`config.mk`:
```
export PLATFORM = sky130hd
export DESIGN_NAME = sar_link
export DESIGN_NICKNAME = d
export VERILOG_FILES = /design/src/sar_link_pkg.sv /design/src/sar_link.sv
export SDC_FILE = /design/constraint.sdc
export NUM_CORES = 1
export LEC_CHECK = 0
export ABC_CLOCK_PERIOD_IN_PS = 2200
export BUFFER_PORTS_ARGS = -buffer_cell sky130_fd_sc_hd__buf_2
export CORE_MARGIN = 8
export CORE_UTILIZATION = 57
export DETAILED_ROUTE_END_ITERATION = 10
export GPL_ROUTABILITY_DRIVEN = 0
export PLACE_DENSITY = 0.78
export SETUP_SLACK_MARGIN = 0.4
export SLEW_MARGIN = 0
export SYNTH_ARGS = -nofsm -noshare
export SYNTH_HDL_FRONTEND = slang
export SYNTH_SLANG_ARGS = --single-unit
```
`constraint.sdc`:
```
create_clock -name mclk -period 2.2 [get_ports mclk]
set_clock_uncertainty 0.05 [all_clocks]
set_input_delay 0.44 -clock mclk [delete_from_list [all_inputs] [get_ports mclk]]
set_output_delay 0.44 -clock mclk [all_outputs]
set_load 0.02 [all_outputs]
```
`src/sar_link_pkg.sv`:
```
/*
  Shared constants, state encoding and variant decoding for the serial
  converter control block.
  Assumes a single system clock domain; all pins are sampled by the block.
*/
package sar_link_pkg;

  // Result and address word sizes, synchroniser depth
  localparam int RESULT_BITS = 8;
  localparam int WORD_MAX = 4;
  localparam int SYNC_STAGES = 2;

  // Reset values of the pin-facing flops, then start values of the conversion and LSB stream
  localparam logic RST_SERIAL_OUT = 1'h0;
  localparam logic RST_OE_N = 1'h1;
  localparam logic RST_PIN_HIGH = 1'h1;
  localparam logic [7:0] TRIAL_FIRST = 8'h80;
  localparam logic [2:0] BIT_MSB = 3'h7;
  localparam logic [2:0] BIT_LSB_NEXT = 3'h1;

  // Fixed input pair of the single-input variant
  localparam logic [2:0] FIXED_POS = 3'h0;
  localparam logic [2:0] FIXED_NEG = 3'h1;

  // Gray codes along idle, address, settle, convert, lsb stream, done
  typedef enum logic [2:0] {
    ST_IDLE = 3'h0,
    ST_ADDR = 3'h1,
    ST_SETTLE = 3'h3,
    ST_CONV = 3'h2,
    ST_LSB = 3'h6,
    ST_DONE = 3'h7
  } phase_e;

  // Assignment word length for each multiplexer size
  function automatic int word_len(input int channels);
    case (channels)
      1: word_len = 0;
      2: word_len = 2;
      4: word_len = 3;
      default: word_len = 4;
    endcase
  endfunction

endpackage

```
`src/sar_link.sv`:
```
/*
  Serial control and result interface of an 8-bit successive
  approximation converter with a 1, 2, 4 or 8 input multiplexer.
  Assumes: conversion clock, chip select, serial input and the shift
  order select arrive as asynchronous pins much slower than mclk; the
  comparator decision comes from analog logic settled on mclk.
*/
`timescale 1ns/100ps

module sar_link #(
  parameter int CHANNELS = 8
) (
  // Clock and reset
  input wire logic mclk,
  input wire logic rst,
  // Host link pins
  input wire logic cs_n,
  input wire logic conv_clk,
  input wire logic serial_in,
  input wire logic lsb_first_select_n,
  output logic serial_out,
  output logic serial_out_oe_n,
  output logic conversion_active,
  // Analog front end
  input wire logic comp_decision,
  output logic [7:0] sar_trial,
  output logic [2:0] pos_channel,
  output logic [2:0] neg_channel,
  output logic neg_common
);

  localparam int WORD_LEN = sar_link_pkg::word_len(CHANNELS);
  localparam int AL_SHIFT = sar_link_pkg::WORD_MAX - WORD_LEN;

  ////////////////////////////////////////////////////////////////////////
  // Pin synchronisers

  logic [1:0] cs_sync_r;
  logic [1:0] clk_sync_r;
  logic [1:0] din_sync_r;
  logic [1:0] sel_sync_r;
  logic clk_last_r;

  always_ff @(posedge mclk) begin
    if (rst) begin
      cs_sync_r <= {2{sar_link_pkg::RST_PIN_HIGH}};
      clk_sync_r <= 2'h0;
      din_sync_r <= 2'h0;
      sel_sync_r <= {2{sar_link_pkg::RST_PIN_HIGH}};
      clk_last_r <= 1'h0;
    end else begin
      cs_sync_r <= {cs_sync_r[0], cs_n};
      clk_sync_r <= {clk_sync_r[0], conv_clk};
      din_sync_r <= {din_sync_r[0], serial_in};
      sel_sync_r <= {sel_sync_r[0], lsb_first_select_n};
      clk_last_r <= clk_sync_r[1];
    end
  end

  wire deselected = cs_sync_r[1];
  wire din_s = din_sync_r[1];
  // Only the eight input variant has the shift order pin
  wire hold_lsb = (CHANNELS == 8) && sel_sync_r[1];
  wire clk_rise = clk_sync_r[1] && !clk_last_r;
  wire clk_fall = !clk_sync_r[1] && clk_last_r;

  ////////////////////////////////////////////////////////////////////////
  // Phase decoding

  function automatic logic sampling_phase(input sar_link_pkg::phase_e p);
    sampling_phase = (p == sar_link_pkg::ST_IDLE) ||
                     (p == sar_link_pkg::ST_ADDR);
  endfunction

  sar_link_pkg::phase_e state_r;
  sar_link_pkg::phase_e state_nxt;
  logic [3:0] addr_r;
  logic [2:0] addr_cnt_r;
  logic [2:0] bit_r;
  logic [7:0] result_r;
  logic [7:0] trial_r;
  logic serial_out_r;
  logic oe_n_r;
  logic active_r;
  logic [2:0] pos_r;
  logic [2:0] neg_r;
  logic common_r;

  wire listening = sampling_phase(state_r);
  wire last_addr_bit = (addr_cnt_r == 3'(WORD_LEN - 1));

  ////////////////////////////////////////////////////////////////////////
  // Assignment word decoding

  // Left-align so the mode bit is always bit 3
  wire [3:0] addr_al = 4'(addr_r << AL_SHIFT);
  wire sgl_bit = addr_al[3];
  wire odd_bit = addr_al[2];
  wire [1:0] sel_idx = 2'(addr_al[1:0] >> AL_SHIFT);
  // Positive input is the same in both modes; pairs stay adjacent
  wire [2:0] pos_nxt = (CHANNELS == 1) ? sar_link_pkg::FIXED_POS :
                       {sel_idx, odd_bit};
  wire [2:0] neg_nxt = (CHANNELS == 1) ? sar_link_pkg::FIXED_NEG :
                       {sel_idx, ~odd_bit};
  wire common_nxt = (CHANNELS == 1) ? 1'h0 : sgl_bit;

  // Trial word for the next lower bit after this decision
  wire [7:0] decided = result_r | (8'(comp_decision) << bit_r);
  wire [7:0] trial_nxt = (bit_r == 3'h0) ? decided :
                         decided | (8'h01 << (bit_r - 3'h1));

  ////////////////////////////////////////////////////////////////////////
  // Sequencer

  always_comb begin
    state_nxt = state_r;
    unique case (state_r)
      sar_link_pkg::ST_IDLE: begin
        // Leading zeros are ignored until the first one
        if (clk_rise && din_s) begin
          state_nxt = (WORD_LEN == 0) ? sar_link_pkg::ST_SETTLE :
                      sar_link_pkg::ST_ADDR;
        end
      end
      sar_link_pkg::ST_ADDR: begin
        if (clk_rise && last_addr_bit) begin
          state_nxt = sar_link_pkg::ST_SETTLE;
        end
      end
      sar_link_pkg::ST_SETTLE: begin
        if (clk_fall) begin
          state_nxt = sar_link_pkg::ST_CONV;
        end
      end
      sar_link_pkg::ST_CONV: begin
        if (clk_fall && bit_r == 3'h0) begin
          state_nxt = (CHANNELS == 1) ? sar_link_pkg::ST_DONE :
                      sar_link_pkg::ST_LSB;
        end
      end
      sar_link_pkg::ST_LSB: begin
        if (clk_fall && !hold_lsb && bit_r == 3'h0) begin
          state_nxt = sar_link_pkg::ST_DONE;
        end
      end
      sar_link_pkg::ST_DONE: begin
        state_nxt = sar_link_pkg::ST_DONE;
      end
      default: begin
        state_nxt = sar_link_pkg::ST_IDLE;
      end
    endcase
  end

  // Deselect is the frame's own clear; nothing survives between frames
  always_ff @(posedge mclk) begin
    if (rst || deselected) begin
      state_r <= sar_link_pkg::ST_IDLE;
    end else begin
      state_r <= state_nxt;
    end
  end

  ////////////////////////////////////////////////////////////////////////
  // Address shift register

  always_ff @(posedge mclk) begin
    if (rst || deselected) begin
      addr_r <= 4'h0;
      addr_cnt_r <= 3'h0;
    end else if (state_r == sar_link_pkg::ST_ADDR && clk_rise) begin
      addr_r <= {addr_r[2:0], din_s};
      addr_cnt_r <= addr_cnt_r + 3'h1;
    end
  end

  ////////////////////////////////////////////////////////////////////////
  // Conversion and result shifting

  always_ff @(posedge mclk) begin
    if (rst || deselected) begin
      bit_r <= 3'h0;
      result_r <= 8'h00;
      trial_r <= 8'h00;
      serial_out_r <= sar_link_pkg::RST_SERIAL_OUT;
      oe_n_r <= sar_link_pkg::RST_OE_N;
      pos_r <= 3'h0;
      neg_r <= 3'h0;
      common_r <= 1'h0;
    end else if (clk_fall) begin
      unique case (state_r)
        sar_link_pkg::ST_SETTLE: begin
          oe_n_r <= 1'h0;
          serial_out_r <= 1'h0;
          bit_r <= sar_link_pkg::BIT_MSB;
          trial_r <= sar_link_pkg::TRIAL_FIRST;
          pos_r <= pos_nxt;
          neg_r <= neg_nxt;
          common_r <= common_nxt;
        end
        sar_link_pkg::ST_CONV: begin
          // Reversed inputs never trip the comparator: code stays zero
          serial_out_r <= comp_decision;
          result_r <= decided;
          trial_r <= trial_nxt;
          bit_r <= (bit_r == 3'h0) ? sar_link_pkg::BIT_LSB_NEXT :
                   bit_r - 3'h1;
        end
        sar_link_pkg::ST_LSB: begin
          // Pin high freezes the LSB on the output
          if (!hold_lsb) begin
            serial_out_r <= (bit_r == 3'h0) ? 1'h0 : result_r[bit_r];
            bit_r <= bit_r + 3'h1;
          end
        end
        sar_link_pkg::ST_DONE: begin
          serial_out_r <= 1'h0;
        end
        default: begin
          serial_out_r <= serial_out_r;
        end
      endcase
    end
  end

  ////////////////////////////////////////////////////////////////////////
  // Conversion status

  always_ff @(posedge mclk) begin
    if (rst || deselected) begin
      active_r <= 1'h0;
    end else if (state_r == sar_link_pkg::ST_SETTLE && clk_fall) begin
      active_r <= 1'h1;
    end else if (clk_rise && !listening &&
                 state_r != sar_link_pkg::ST_SETTLE &&
                 state_r != sar_link_pkg::ST_CONV) begin
      active_r <= 1'h0;
    end
  end

  assign serial_out = serial_out_r;
  assign serial_out_oe_n = oe_n_r;
  assign conversion_active = active_r;
  assign sar_trial = trial_r;
  assign pos_channel = pos_r;
  assign neg_channel = neg_r;
  assign neg_common = common_r;

  // Decision falls seen while the status is high
  logic [3:0] act_falls_r;
  always_ff @(posedge mclk) begin
    if (rst || !active_r) begin
      act_falls_r <= 4'h0;
    end else if (clk_fall) begin
      act_falls_r <= act_falls_r + 4'h1;
    end
  end
endmodule

```
==> metrics.md <==
| Metric | Value |
|---|---|
| Fmax | 0.590 GHz |
| Number of global-route vias before repair | 1585 |
| Std-Cell Rows | 22 |
| Initial antenna violation count | 0 |
| CTS Root Cell | clkbuf_8 |
| DR iter-0 viols | 136 |
| Initial Util | 0.586 |
| Pins Over Slew Limit | 0 |
| Status | completed |
| Cell Chain, Critical Path | inv_1 > ha_1 > nand2b_1 > or3b_1 > a211oi_1 |
| Worst setup path class | register to register |
| Min cycle time layout | 1690 ps |
| Synth Warn # | 0 |
| Synth Flop Type | dfxtp_1 |
| Endpoints failing hold | 0 |
| Seq/Total Area, Yosys | 0.433 |
| Async SR Flop Fraction | 0 |
| Setup_tns | 0 ps |
| Final nets | 261 |
| Antenna-violating nets left | 0 |
| CTS Sinks | 46 |
| Final setup viols | 0 |
| CP max-delay cell | or3b_1 |
| EDFF count, synth | 0 |
| GR Overflow Total | 0 |
| Crit share post-route | 0.770 |
| I/O Buffers | 24 |
| Worst Hold Class | primary input to register |
| Routed via count | 1718 |
| RSZ-0062 raised after global routing | false |
| CP endpoint kind | register |
| Power per Cell Area | 592 nW/µm² |
| Ant. Diodes | 0 |
| DIE WIDTH | 77.1 µm |
| Worst Tran Pin Value | 576 ps |
| Placed Cells | 287 |
| Post-synthesis cell type count | 54 |
| Vias/cell | 5.82 |
| LEAKAGE | 0.994 nW |
| CTS Hold Buffers Added | 0 |
| Crit path launch type | register |
| Fin cells | 295 |
| DR DRC count | 0 |
| Crit-path max FO | 11 |
| Mean area per synthesized cell | 9.50 µm² |
| Ratio of cells with drive above 1 in the final layout | 0.235 |
| CP Data Required Time | 2380 ps |
| Gate Count Post-Synth | 224 |
| Detailed Routing Iterations Pass 1 | 4 |
| CTS Buf Count | 5 |
| WL per Instance | 15.1 µm |
| Relative slew slack | 0.615 |
| CTS tree | yes |
| Flops & latches, synth | 46 |
| Post-DP HPWL | 3110 µm |
| WL final | 4440 µm |
| Worst-case clock buffer depth | 2 |
| Most frequent cells in the layout | dfxtp_1 (45), buf_2 (24), nor2_1 (18) |
| H-tree Lvls | 2 |
| Total die area | 5950 µm² |
| Reg clk slew, reported paths | 80 ps |
| Crit path DAT | 1870 ps |
| Die height | 77.1 µm |
| Largest net degree at the start of global routing | 20 |
| Gr usage total | 0.150 |
| Worst vdd ir | 0.442 mV |
| Area of the core | 3630 µm² |
| Area Growth Syn to Fin | 11.9% |
| Critical Path Max Stage Delay | 400 ps |
| Clk Latency, worst-skew pair | 300 ps |
| Cell Area, Synth | 2130 µm² |
| # Max-Cap Violations | 0 |
| Global-route wire length before repair | 7390 µm |
| Num ports | 25 |
| Commonest non-fill, non-tap cell in the layout | dfxtp_1 |
| Syn Nets | 239 |
layer usage:
metal | global-route usage | routed length (µm) | vias to the layer above
met1 | 0.201 | 2190 | 805
met2 | 0.213 | 1860 | 65
li1 | - | - | 844
met3 | 0.0559 | 346 | 4
met5 | 0 | 0 | -
met4 | 0.0566 | 38 | 0
sequential cells by signal, summed over array words and instances, names as in the netlist, 2 cells and up:
register and count:
result_r 8, sar_trial 8, addr_al 4, addr_cnt_r 3
bit_r 3, pos_channel 3, state_r 3, clk_sync_r 2
cs_sync_r 2, din_sync_r 2, sel_sync_r 2
final cells by class:
type	count	area, µm²
repair buffers	33	188
well taps	48	60.1
multi-input cells	151	1080
clock buffers	7	86.3
flip-flops and latches	46	922
fillers	316	1250
clock inverters	1	8.76
inverters	9	33.8
cells in the mapped netlist, types with 2 or more instances:
library cell,number,area share
clkbuf_1,4,0.0071
o21ai_1,2,0.0047
nand3b_1,3,0.011
or2_2,4,0.012
a21boi_0,2,0.0071
mux2i_1,6,0.028
nand2_1,12,0.021
nor2b_1,6,0.018
buf_4,3,0.011
nand2b_4,2,0.013
nor3_2,2,0.0094
a31oi_1,4,0.012
nand2b_1,2,0.0059
a21oi_1,16,0.038
or2_1,2,0.0059
nand3_1,7,0.016
a22o_1,6,0.025
buf_2,10,0.024
o211a_1,2,0.0094
ha_1,8,0.047
dfxtp_1,46,0.43
a221o_1,3,0.014
a32o_1,6,0.028
and4b_1,2,0.0094
nor2_1,18,0.032
inv_1,8,0.014
o21ai_0,10,0.024
mux4_2,2,0.021
what timing repair did:
action,in CTS,in global routing
endpoints found under the setup margin,4,3
setup buffers,0,0
resized for setup,2,1
cells by family after synthesis:
| kind of cell | synth area share |
|---|---|
| flops | 0.433 |
| xor+xnor | 0.00412 |
| buf+inv | 0.0623 |
| simple gates | 0.198 |
| fa+ha+maj | 0.0470 |
| compound gates | 0.201 |
| mux | 0.0547 |
report_power, final:
group	switching, mW	internal [mW]	leakage, nW
Combinational	0.0167	0.0139	0.573
Clock	0.278	0.259	0.0489
Sequential	0.00336	0.839	0.373
worst paths after layout:
| kind | slack (ps) | startpoint | cells after the start | endpoint |
|---|---|---|---|---|
| worst min register to register | 360 | sel_sync_r[0]$_SDFF_PP1_ | 1 | sel_sync_r[1]$_SDFF_PP1_ |
| worst min-delay path | 270 | lsb_first_select_n | 2 | sel_sync_r[0]$_SDFF_PP1_ |
| worst max register to register | 510 | bit_r[1]$_SDFFE_PP0P_ | 5 | state_r[2]$_SDFFE_PP0P_ |
| worst max-delay path | 510 | bit_r[1]$_SDFFE_PP0P_ | 5 | state_r[2]$_SDFFE_PP0P_ |
per-stage QoR:
| step | power [mW] | hold slack, ps | utilization | area (µm²) | worst slack, ps |
|---|---|---|---|---|---|
| floorplan | 0.880 | 339 | - | 2130 | 429 |
| detailed placement | 0.892 | 347 | 0.627 | 2280 | 291 |
| CTS | 1.43 | 257 | 0.655 | 2380 | 432 |
| finish | 1.41 | 267 | 0.655 | 2380 | 505 |
| global placement | 0.892 | 341 | 0.627 | 2280 | 348 |
| global route | 1.46 | 263 | 0.655 | 2380 | 417 |
critical path, delay by kind of cell, from the launching register on:
kind / cells / cell delay [ps]
AO/OA/AOI/OAI: 1 / 220
adder cells (fa/ha/maj): 1 / 290
buffers and inverters: 1 / 120
flip-flops: 1 / 380
AND/OR/NAND/NOR: 2 / 560
(Power assumes the default switching activity.)
